[config.mk]
export PLATFORM = sky130hd
export DESIGN_NAME = channel_status_led_pin_control
export DESIGN_NICKNAME = d
export VERILOG_FILES = /design/src/hw/serial_reg_port.v /design/src/hw/edge_latch_flags.v /design/src/hw/channel_status_led_pin_control.v
export VERILOG_INCLUDE_DIRS = /design/src /design/src/hw
export SDC_FILE = /design/constraint.sdc
export NUM_CORES = 1
export LEC_CHECK = 0
export BUFFER_PORTS_ARGS = -buffer_cell sky130_fd_sc_hd__buf_2
export CORE_ASPECT_RATIO = 0.75
export CORE_MARGIN = 2
export CORE_UTILIZATION = 55
export CTS_CLUSTER_DIAMETER = 80
export DETAILED_ROUTE_END_ITERATION = 12
export PLACE_DENSITY = 0.73
export SETUP_SLACK_MARGIN = 0.3
export SYNTH_ARGS = -nofsm -noshare
export SYNTH_HDL_FRONTEND = slang
export SYNTH_HIERARCHICAL = 1
export SYNTH_SLANG_ARGS = --single-unit
[constraint.sdc]
create_clock -name i_ref_clk -period 2.8 [get_ports i_ref_clk]
set_input_delay 0.56 -clock i_ref_clk [delete_from_list [all_inputs] [get_ports i_ref_clk]]
set_output_delay 0.56 -clock i_ref_clk [all_outputs]
set_load 0.05 [all_outputs]
[src/hw/chan_led_defines.vh]
// Register offsets, field positions, reset values and timing counts for the status/LED block.
`ifndef CHAN_LED_DEFINES_VH
`define CHAN_LED_DEFINES_VH

// ============================================================
// Register offsets (7-bit register address space)
// ============================================================
`define CHAN_B_STAT_OFS 7'h0D
`define LED_CTRL_OFS 7'h0E

// ============================================================
// Second channel status/control fields
// ============================================================
`define CB_SOFT_RESET_BIT 7
`define CB_FRAMER_EN_BIT 6
`define CB_CLIM_LATCHED_BIT 5
`define CB_UV_LATCHED_BIT 4
`define CB_FAULT_LATCHED_BIT 3
`define CB_CLIM_NOW_BIT 2
`define CB_UV_NOW_BIT 1
`define CB_FAULT_NOW_BIT 0

// ============================================================
// Indicator pin control fields
// ============================================================
`define LED_B_ERR_ON_BIT 7
`define LED_B_ERR_SEL_BIT 6
`define LED_B_RDY_ON_BIT 5
`define LED_B_RDY_SEL_BIT 4
`define LED_A_ERR_ON_BIT 3
`define LED_A_ERR_SEL_BIT 2
`define LED_A_RDY_ON_BIT 1
`define LED_A_RDY_SEL_BIT 0

// ============================================================
// Reset values
// ============================================================
`define LED_CTRL_RESET 8'h00
`define FLAGS_RESET 3'h0

// ============================================================
// Timing
// ============================================================
`define CLK_PERIOD_NS 10
// Current-limit blanking time, in ns.
`define BLANK_TIME_NS 1000
// Least time rounds up to whole cycles.
`define BLANK_CYCLES ((`BLANK_TIME_NS + `CLK_PERIOD_NS - 1) / `CLK_PERIOD_NS)
// Cycles the channel-local reset is held.
`define SOFT_RESET_CYCLES 3'h4

// ============================================================
// Serial frame
// ============================================================
`define SPI_READ_FLAG_BIT 7
`define SPI_CMD_LAST 4'h7
`define SPI_DATA_LAST 4'hF

`endif

[src/hw/serial_reg_port.v]
// Serial register port slave: command byte then data byte, SPI mode 0.
`timescale 1ns/1ps
`include "chan_led_defines.vh"

module serial_reg_port (
    // Clock and reset.
    input wire i_ref_clk,
    input wire i_rst_n,
    // Serial pins.
    input wire i_spi_sclk,
    input wire i_spi_cs_n,
    input wire i_spi_mosi,
    output reg o_spi_miso,
    output reg o_spi_miso_oe,
    // Register side.
    output reg [6:0] o_addr,
    output reg [7:0] o_wdata,
    output reg o_wr,
    output reg o_rd,
    input wire [7:0] i_rdata
);

    // ============================================================
    // Pin synchronisers
    // ============================================================
    reg sclk_s1_reg, sclk_s2_reg, sclk_s3_reg;
    reg cs_s1_reg, cs_s2_reg;
    reg mosi_s1_reg, mosi_s2_reg;
    reg [3:0] bit_cnt_reg;
    reg [6:0] shift_in_reg;
    reg is_read_reg;
    reg [7:0] shift_out_reg;
    wire sclk_rise;
    wire sclk_fall;

    // Only the second stage is looked at; the third gives the edge.
    assign sclk_rise = sclk_s2_reg & ~sclk_s3_reg;
    assign sclk_fall = ~sclk_s2_reg & sclk_s3_reg;

    // Two flops for every pin before any logic reads it.
    always @(posedge i_ref_clk or negedge i_rst_n) begin
        if (!i_rst_n) begin
            sclk_s1_reg <= 1'b0;
            sclk_s2_reg <= 1'b0;
            sclk_s3_reg <= 1'b0;
            cs_s1_reg <= 1'b1;
            cs_s2_reg <= 1'b1;
            mosi_s1_reg <= 1'b0;
            mosi_s2_reg <= 1'b0;
        end else begin
            sclk_s1_reg <= i_spi_sclk;
            sclk_s2_reg <= sclk_s1_reg;
            sclk_s3_reg <= sclk_s2_reg;
            cs_s1_reg <= i_spi_cs_n;
            cs_s2_reg <= cs_s1_reg;
            mosi_s1_reg <= i_spi_mosi;
            mosi_s2_reg <= mosi_s1_reg;
        end
    end

    // ============================================================
    // Frame engine
    // ============================================================
    // The read strobe and the capture of read data share one edge, so a
    // clear-on-read register is captured before it clears.
    always @(posedge i_ref_clk or negedge i_rst_n) begin
        if (!i_rst_n) begin
            bit_cnt_reg <= 4'h0;
            shift_in_reg <= 7'h00;
            is_read_reg <= 1'b0;
            shift_out_reg <= 8'h00;
            o_addr <= 7'h00;
            o_wdata <= 8'h00;
            o_wr <= 1'b0;
            o_rd <= 1'b0;
            o_spi_miso <= 1'b0;
            o_spi_miso_oe <= 1'b0;
        end else begin
            o_wr <= 1'b0;
            o_rd <= 1'b0;
            o_spi_miso_oe <= ~cs_s2_reg;
            if (o_rd) begin
                shift_out_reg <= i_rdata;
            end
            if (cs_s2_reg) begin
                bit_cnt_reg <= 4'h0;
                is_read_reg <= 1'b0;
                o_spi_miso <= 1'b0;
            end else if (sclk_rise) begin
                shift_in_reg <= {shift_in_reg[5:0], mosi_s2_reg};
                bit_cnt_reg <= bit_cnt_reg + 4'h1;
                if (bit_cnt_reg == `SPI_CMD_LAST) begin
                    o_addr <= {shift_in_reg[5:0], mosi_s2_reg};
                    is_read_reg <= shift_in_reg[6];
                    o_rd <= shift_in_reg[6];
                end else if (bit_cnt_reg == `SPI_DATA_LAST) begin
                    o_wdata <= {shift_in_reg, mosi_s2_reg};
                    o_wr <= ~is_read_reg;
                end
            end else if (sclk_fall && is_read_reg && bit_cnt_reg[3]) begin
                // Data byte of a read goes out MSB first on falling edges.
                o_spi_miso <= shift_out_reg[7];
                shift_out_reg <= {shift_out_reg[6:0], 1'b0};
            end
        end
    end

endmodule // serial_reg_port

[src/hw/edge_latch_flags.v]
// Three clear-on-read flags that latch rising edges of real-time bits.
`timescale 1ns/1ps
`include "chan_led_defines.vh"

module edge_latch_flags (
    // Clock and reset.
    input wire i_ref_clk,
    input wire i_rst_n,
    // Channel-local reset, register read clear.
    input wire i_chan_reset,
    input wire i_read_clear,
    // Real-time bits and their latched copies.
    input wire [2:0] i_now,
    output reg [2:0] o_latched
);

    reg [2:0] prev_reg;
    wire [2:0] rise;

    // Only a zero-to-one change sets a flag, never a standing level.
    assign rise = i_now & ~prev_reg;

    // ============================================================
    // Latches
    // ============================================================
    always @(posedge i_ref_clk or negedge i_rst_n) begin
        if (!i_rst_n) begin
            prev_reg <= `FLAGS_RESET;
            o_latched <= `FLAGS_RESET;
        end else if (i_chan_reset) begin
            prev_reg <= `FLAGS_RESET;
            o_latched <= `FLAGS_RESET;
        end else begin
            prev_reg <= i_now;
            o_latched <= rise | (o_latched & {3{~i_read_clear}});
        end
    end

endmodule // edge_latch_flags

[src/hw/channel_status_led_pin_control.v]
// Second channel status/control register and shared indicator pin control register.
//
// How it works
// - reset bit clears channel-two state, FIFOs.
// - reset bit self-clears when reset completes.
// - framer enable turns on UART, handler, FIFOs.
// - current-limit latch sets on rise, read-clears.
// - undervoltage latch sets on rise, read-clears.
// - driver fault latch sets on rise, read-clears.
// - current-limit bit after blanking, clears when retry ends.
// - undervoltage bit with threshold hysteresis.
// - driver fault bit follows fault, not read-cleared.
// - channel-two error LED when select zero.
// - error select shows receive error on pin.
// - error pin ignores receive-error interrupt mask.
// - channel-two ready LED when select zero.
// - ready select shows data-ready, mask ignored.
// - channel-one error LED when select zero.
// - channel-one error select shows receive error.
// - channel-one ready LED when select zero.
`timescale 1ns/1ps
`include "chan_led_defines.vh"

module channel_status_led_pin_control (
    // Clock and reset.
    input wire i_ref_clk,
    input wire i_rst_n,
    // Serial register port.
    input wire i_spi_sclk,
    input wire i_spi_cs_n,
    input wire i_spi_mosi,
    output wire o_spi_miso,
    output wire o_spi_miso_oe,
    // Second channel supply and driver monitors (asynchronous).
    input wire i_supply_over_limit,
    input wire i_supply_retry_active,
    input wire i_supply_below_fall_thresh,
    input wire i_supply_above_rise_thresh,
    input wire i_line_driver_fault,
    // Receive status from the framers (same clock).
    input wire i_first_channel_receive_error_status,
    input wire i_first_channel_receive_data_ready_status,
    input wire i_second_channel_receive_error_status,
    input wire i_second_channel_receive_data_ready_status,
    // Second channel control outputs.
    output reg o_second_channel_framer_enable,
    output reg o_second_channel_reset,
    output reg o_status_interrupt,
    // Indicator pins, high means pin asserted or LED on.
    output reg o_first_channel_ready_led_pin,
    output reg o_first_channel_error_led_pin,
    output reg o_second_channel_ready_led_pin,
    output reg o_second_channel_error_led_pin
);

    // ============================================================
    // Declarations
    // ============================================================
    wire [6:0] bus_addr;
    wire [7:0] bus_wdata;
    wire bus_wr;
    wire bus_rd;
    reg [7:0] bus_rdata;
    reg [7:0] led_ctrl_reg;
    reg framer_en_reg;
    reg [2:0] reset_cnt_reg;
    reg [2:0] reset_cnt_next;
    reg clim_now_reg;
    reg uv_now_reg;
    reg fault_now_reg;
    reg [15:0] blank_cnt_reg;
    reg [4:0] mon_s1_reg;
    reg [4:0] mon_s2_reg;
    wire [2:0] latched;
    wire chan_reset;
    wire stat_read;
    wire over_limit;
    wire retry_active;
    wire below_fall;
    wire above_rise;
    wire driver_fault;

    // Reset of the channel is in progress while the counter runs.
    assign chan_reset = (reset_cnt_reg != 3'h0);
    assign stat_read = bus_rd &&
        (bus_addr == `CHAN_B_STAT_OFS);
    assign over_limit = mon_s2_reg[0];
    assign retry_active = mon_s2_reg[1];
    assign below_fall = mon_s2_reg[2];
    assign above_rise = mon_s2_reg[3];
    assign driver_fault = mon_s2_reg[4];

    // Drive one indicator pin: status in signalling mode, else LED bit.
    function pin_level;
        input sel;
        input led_on;
        input status;
        begin
            pin_level = sel ? status : led_on;
        end
    endfunction

    // ============================================================
    // Register port
    // ============================================================
    serial_reg_port u_port (
        .i_ref_clk(i_ref_clk),
        .i_rst_n(i_rst_n),
        .i_spi_sclk(i_spi_sclk),
        .i_spi_cs_n(i_spi_cs_n),
        .i_spi_mosi(i_spi_mosi),
        .o_spi_miso(o_spi_miso),
        .o_spi_miso_oe(o_spi_miso_oe),
        .o_addr(bus_addr),
        .o_wdata(bus_wdata),
        .o_wr(bus_wr),
        .o_rd(bus_rd),
        .i_rdata(bus_rdata)
    );

    // Read mux; unmapped addresses read as zero.
    always @* begin
        bus_rdata = 8'h00;
        if (bus_addr == `CHAN_B_STAT_OFS) begin
            bus_rdata = {chan_reset, framer_en_reg, latched,
                         clim_now_reg, uv_now_reg, fault_now_reg};
        end else if (bus_addr == `LED_CTRL_OFS) begin
            bus_rdata = led_ctrl_reg;
        end
    end

    // ============================================================
    // Monitor synchronisers
    // ============================================================
    // Monitor comparators are asynchronous to this clock.
    always @(posedge i_ref_clk or negedge i_rst_n) begin
        if (!i_rst_n) begin
            mon_s1_reg <= 5'h00;
            mon_s2_reg <= 5'h00;
        end else begin
            mon_s1_reg <= {i_line_driver_fault, i_supply_above_rise_thresh,
                           i_supply_below_fall_thresh, i_supply_retry_active,
                           i_supply_over_limit};
            mon_s2_reg <= mon_s1_reg;
        end
    end

    // ============================================================
    // Channel-local soft reset
    // ============================================================
    // start channel reset.
    always @* begin
        reset_cnt_next = reset_cnt_reg;
        if (chan_reset) begin
            // self-clearing countdown.
            // A second write meanwhile is ignored.
            reset_cnt_next = reset_cnt_reg - 3'h1;
        end else if (bus_wr && bus_addr == `CHAN_B_STAT_OFS &&
                     bus_wdata[`CB_SOFT_RESET_BIT]) begin
            reset_cnt_next = `SOFT_RESET_CYCLES;
        end
    end

    // The pulse also resets both second-channel FIFOs outside this block.
    always @(posedge i_ref_clk or negedge i_rst_n) begin
        if (!i_rst_n) begin
            reset_cnt_reg <= 3'h0;
            o_second_channel_reset <= 1'b0;
        end else begin
            reset_cnt_reg <= reset_cnt_next;
            o_second_channel_reset <= (reset_cnt_next != 3'h0);
        end
    end

    // ============================================================
    // Framer enable
    // ============================================================
    // framer enable bit.
    always @(posedge i_ref_clk or negedge i_rst_n) begin
        if (!i_rst_n) begin
            framer_en_reg <= 1'b0;
            o_second_channel_framer_enable <= 1'b0;
        end else begin
            if (chan_reset) begin
                framer_en_reg <= 1'b0;
            end else if (bus_wr &&
                    bus_addr == `CHAN_B_STAT_OFS) begin
                framer_en_reg <= bus_wdata[`CB_FRAMER_EN_BIT];
            end
            // Drops with the reset pulse.
            o_second_channel_framer_enable <= framer_en_reg &
                (reset_cnt_next == 3'h0);
        end
    end

    // ============================================================
    // Real-time status bits
    // ============================================================
    // Reads never touch these; only the monitors and the channel reset do.
    always @(posedge i_ref_clk or negedge i_rst_n) begin
        if (!i_rst_n) begin
            clim_now_reg <= 1'b0;
            uv_now_reg <= 1'b0;
            fault_now_reg <= 1'b0;
            blank_cnt_reg <= 16'h0000;
        end else if (chan_reset) begin
            clim_now_reg <= 1'b0;
            uv_now_reg <= 1'b0;
            fault_now_reg <= 1'b0;
            blank_cnt_reg <= 16'h0000;
        end else begin
            if (!over_limit) begin
                blank_cnt_reg <= 16'h0000;
            end else if (blank_cnt_reg != 16'hFFFF) begin
                blank_cnt_reg <= blank_cnt_reg + 16'h0001;
            end
            if (over_limit &&
                    blank_cnt_reg >= `BLANK_CYCLES) begin
                clim_now_reg <= 1'b1;
            end else if (clim_now_reg && !retry_active) begin
                clim_now_reg <= 1'b0;
            end
            // hysteresis between thresholds.
            // Below wins if both are seen.
            if (below_fall) begin
                uv_now_reg <= 1'b1;
            end else if (above_rise) begin
                uv_now_reg <= 1'b0;
            end
            fault_now_reg <= driver_fault;
        end
    end

    // ============================================================
    // Latched flags
    // ============================================================
    // edge latches.
    // A status read clears them.
    edge_latch_flags u_flags (
        .i_ref_clk(i_ref_clk),
        .i_rst_n(i_rst_n),
        .i_chan_reset(chan_reset),
        .i_read_clear(stat_read),
        .i_now({clim_now_reg, uv_now_reg, fault_now_reg}),
        .o_latched(latched)
    );

    // Any latched flag raises the status interrupt.
    // Masks live outside this block.
    always @(posedge i_ref_clk or negedge i_rst_n) begin
        if (!i_rst_n) begin
            o_status_interrupt <= 1'b0;
        end else begin
            o_status_interrupt <= |latched;
        end
    end

    // ============================================================
    // Indicator pin control
    // ============================================================
    // Global register: the channel reset leaves it alone.
    always @(posedge i_ref_clk or negedge i_rst_n) begin
        if (!i_rst_n) begin
            led_ctrl_reg <= `LED_CTRL_RESET;
        end else if (bus_wr &&
                bus_addr == `LED_CTRL_OFS) begin
            led_ctrl_reg <= bus_wdata;
        end
    end

    // Pins are registered, so they lag register and status by one cycle.
    // No interrupt mask enters here, by design of signalling mode.
    always @(posedge i_ref_clk or negedge i_rst_n) begin
        if (!i_rst_n) begin
            o_first_channel_ready_led_pin <= 1'b0;
            o_first_channel_error_led_pin <= 1'b0;
            o_second_channel_ready_led_pin <= 1'b0;
            o_second_channel_error_led_pin <= 1'b0;
        end else begin
            o_second_channel_error_led_pin <= pin_level(
                led_ctrl_reg[`LED_B_ERR_SEL_BIT], led_ctrl_reg[`LED_B_ERR_ON_BIT],
                i_second_channel_receive_error_status);
            o_second_channel_ready_led_pin <= pin_level(
                led_ctrl_reg[`LED_B_RDY_SEL_BIT], led_ctrl_reg[`LED_B_RDY_ON_BIT],
                i_second_channel_receive_data_ready_status);
            o_first_channel_error_led_pin <= pin_level(
                led_ctrl_reg[`LED_A_ERR_SEL_BIT], led_ctrl_reg[`LED_A_ERR_ON_BIT],
                i_first_channel_receive_error_status);
            o_first_channel_ready_led_pin <= pin_level(
                led_ctrl_reg[`LED_A_RDY_SEL_BIT], led_ctrl_reg[`LED_A_RDY_ON_BIT],
                i_first_channel_receive_data_ready_status);
        end
    end

endmodule // channel_status_led_pin_control

==> results <==
- The proportion of synthesized flip-flops having asynchronous set or reset is 100%.
- The power per cell area is 564 nW/um2.
- The cell at the root of the clock tree is sky130_fd_sc_hd__clkbuf_8.
- In the layout the commonest cells are sky130_fd_sc_hd__dfrtp_1 (98), sky130_fd_sc_hd__mux2_2 (41), sky130_fd_sc_hd__buf_2 (21).
- Counting tap cells, the placed design contains a total of about 440 instances.
- The number of nets in the synthesized netlist is around 340.
- In this run the worst path has a maximum fanout of 11.
- The detail-routed via count per cell is about 5.7.
- The internal power contribution is 2.06 mW.
- The actual slew at the worst max-slew pin is 0.595 ns.
- The pre-antenna-repair detailed-routing pass consisted of 4 iterations.
- The hold buffer count at CTS is 0.
- The post-cts repair resize count is 0.
- The detailed router placed between 2,000 and 3,000 vias in this run.
- Cells with a size suffix above 1 make up about a third of the layout.
- The source-to-sink clock delay at the later pin of the worst-skew pair is between 0.3 and 0.4 ns.
- The initial detailed-routing violation count is 152.
- The initial antenna violation count came to 0.
- Once detail routing completed, the nets flagged for antenna violations numbered 0.
- The total wirelength of the detailed-routed design is between 7000 and 8000 um.
- Global routing finished with a remaining overflow of 0.
- Setup repair after global routing left no endpoint under its margin.
- The instance count of the mapped netlist is 320.
- The worst pin sits at a relative slew slack of between 60 and 70%.
- The net switching power of the design is a little over 600 uW.
- Summed over all failing endpoints, the final setup total negative slack is 0 ns.
- The first global-routing pass estimated ~13,000 um of wire.
- The final-report max-slew violation count is 0.
- The sequential cell fraction of total power is ~59%.
- The worst setup path is captured at a flop.
- The HPWL after detailed placement is 5180 um.
- The endpoint arrival time on the critical path is 2.40 ns.
- The worst min-delay path class is input pin to async pin.
- The post-route clock period utilization is 76.4%.
- The number of hold violations in the final report was 0.
- The clock sink count is 100.
- The initial utilization of the core area, before any placement, comes to 57.7%.
- Input and output buffers added on the ports amount to 22.
- A synthesized cell averages 13.5 um2.
- The routed wirelength normalized by instance count is about 17 um.
- The count of standard-cell rows is 27.
- The flip-flop count of the largest register after layout is 16.
- The TritonCTS buffer count is 9.
- The library cell used most frequently in the layout, excluding fill and tap cells, is sky130_fd_sc_hd__dfrtp_1.
- The top achievable clock speed is approximately 470 MHz.
- TritonCTS built the clock tree.
- The critical path launch point type is a flop.
- After the last flow step, the layout net total stands at around 370.
- IR analysis of the VDD net gives a maximum drop of about 0.43 mV.
- The run finished with clean final reports.
- In this run the static leakage power is between 2 and 2.5 nW.
- For this run, the leading register cell type out of synthesis is sky130_fd_sc_hd__dfrtp_1.
- Power comes to between 2 and 3 mW.
- Entering global routing, the biggest net connects 66 pins.
- The buffer depth of the longest clock path is 2.
- The post-CTS repair timing setup buffer count is 0.
- For this run, the register share of the synthesized area comes to slightly below 60%.
- The number of flops mapped to enable cells by yosys is 0.
- The multi-input combinational cells in the finished layout cover a total of 1700 um2.
- The cell area that synthesis handed to floorplanning was approximately 4300 um2.
- In the routed design, unresolved DRC markers number 0.
- The vertical die dimension is around 81 um.
- Prior to clock tree synthesis, the placed netlist has a worst setup slack of a little under 0.7 ns.
- The required time of the critical path is slightly above 3 ns.
- The clock skew is approximately 0.0099 ns.
- At the end of routability-driven placement, the weighted congestion stood at 0.792.
- From left edge to right edge, the die measures around 110 um.
- The filler cells instantiated in the layout total a little under 600.
- In the final layout, flip-flops and latches occupy 2500 um2.
- The distinct cell type count after synthesis is between 60 and 70.
- The worst path setup slack after routing is 0.660 ns.
- During synthesis, Yosys emitted a total of 6 warnings.
- The worst setup path is of the flop to flop kind.
- The post-synthesis to final-layout area growth is 10.0%.
- The overall global routing resource usage is roughly a fifth.
- Max-cap violations in this run came to 0.
- The fraction of the core area covered by cells at the end of the flow is a little under two thirds.
- 23 I/O pins were placed.
- The flip-flop and latch count after synthesis is 100.
- The clock-pin slew reported for the worst setup and hold paths after clock tree synthesis is approximately 0.090 ns.
- The share of total power dissipated in the clock network is between 30% and 40%.
- The number of inserted diodes is 0.
- Combinational logic is responsible for 4.5% of the overall power.
- The full die area is about 8600 um2.
- The final critical delay including setup and external delays is around 2.1 ns.
- The deepest level of the CTS H-tree is 3.
- The number of global-route vias before repair is around 2,500.
- Setup violations remaining at the end of the flow were counted as 0.
- Once layout is complete, the cells apart from fillers number between 400 and 500.
- The area of the core is 7470 um2.
- Of the total power, the share spent switching nets is a little under a quarter.
-- worst max-delay path: stages (launching register included) --
cell,delay [ns]
sky130_fd_sc_hd__dfrtp_1,0.43
sky130_fd_sc_hd__inv_1,0.10
sky130_fd_sc_hd__ha_1,0.18
sky130_fd_sc_hd__nor2b_1,0.28
sky130_fd_sc_hd__inv_1,0.26
sky130_fd_sc_hd__a22o_1,0.26
sky130_fd_sc_hd__mux2_2,0.25
sky130_fd_sc_hd__mux2_2,0.25
-- per-stage QoR --
step | cell area, um2 | hold WS, ns
finish | 4740 | 0.134
CTS | 4740 | 0.132
floorplan | 4310 | 0.264
detailed placement | 4530 | 0.336
global placement | 4530 | 0.332
global route | 4740 | 0.149
-- cell families after synthesis --
family | share of synthesized area [%]
adder cells (fa/ha/maj) | 1.45
buffers and inverters | 2.35
XOR/XNOR | 0.610
AND/OR/NAND/NOR | 14.3
AO/OA/AOI/OAI | 8.53
flip-flops | 58.1
multiplexers | 14.7
-- per-layer routing --
layer  share of wire, %  up-vias  track usage [%]  routed length (um)
met2                 43       53             27.4                3250
met4                1.2        0             7.11                  93
met1                 50     1290             28.8                3770
met3                5.3        8             6.33                 396
met5                  0        -                0                   0
li1                   -     1232                -                   -
-- area by class of cell --
type	count	area share, %
flip-flops and latches	100	52.8
clock inverters	7	1.93
well taps	101	2.66
clock buffers	9	2.61
multi-input cells	200	35.9
inverters	12	0.950
repair buffers	25	3.11
-- power groups by stage --
stage	Clock (mW)	Combinational (mW)	Sequential, mW
floorplan	0	0.0709	1.58
global placement	0	0.118	1.60
detailed placement	0	0.123	1.60
CTS	1.02	0.123	1.57
global route	1.07	0.136	1.58
finish	0.983	0.119	1.57
-- worst paths after layout --
path,from,to,slack [ns],depth (start not counted)
worst max-delay path,reset_cnt_reg[0]$_DFF_PN0_,u_port/shift_out_reg[7]$_DFF_PN0_,0.66,7
worst min-delay path,i_rst_n,u_flags/prev_reg[1]$_DFF_PN0_,0.13,1
worst max register to register,reset_cnt_reg[0]$_DFF_PN0_,u_port/shift_out_reg[7]$_DFF_PN0_,0.66,7
worst min register to register,mon_s1_reg[1]$_DFF_PN0_,mon_s2_reg[1]$_DFF_PN0_,0.35,0
max in group asynchronous,i_rst_n,u_port/cs_s1_reg$_DFF_PN1_,1.94,2
min in group i_ref_clk,i_spi_cs_n,u_port/cs_s1_reg$_DFF_PN1_,0.27,1
-- cells in the mapped netlist, types with 3 or more instances --
cell type	number	area (um2)
sky130_fd_sc_hd__and2_1	3	18.8
sky130_fd_sc_hd__nor2b_1	5	31.3
sky130_fd_sc_hd__a21oi_2	3	26.3
sky130_fd_sc_hd__nor3_1	4	20.0
sky130_fd_sc_hd__nand2_1	9	33.8
sky130_fd_sc_hd__nand2b_1	7	43.8
sky130_fd_sc_hd__or3_1	3	18.8
sky130_fd_sc_hd__ha_1	5	62.6
sky130_fd_sc_hd__inv_1	12	45.0
sky130_fd_sc_hd__nor4_1	3	18.8
sky130_fd_sc_hd__a31oi_1	3	18.8
sky130_fd_sc_hd__mux2i_1	5	50.1
sky130_fd_sc_hd__a21oi_1	8	40.0
sky130_fd_sc_hd__nor4_4	3	63.8
sky130_fd_sc_hd__o21ai_0	3	15.0
sky130_fd_sc_hd__clkbuf_1	3	11.3
sky130_fd_sc_hd__mux2_4	8	120
sky130_fd_sc_hd__nand4b_1	3	26.3
sky130_fd_sc_hd__nor2_1	15	56.3
sky130_fd_sc_hd__dfrtp_1	98	2450
sky130_fd_sc_hd__mux2_2	41	462
sky130_fd_sc_hd__a211oi_1	3	22.5
sky130_fd_sc_hd__nand4_1	6	37.5
sky130_fd_sc_hd__a22o_1	8	70.1
sky130_fd_sc_hd__nand3_1	8	40.0
Power figures use the tool's default switching activity.
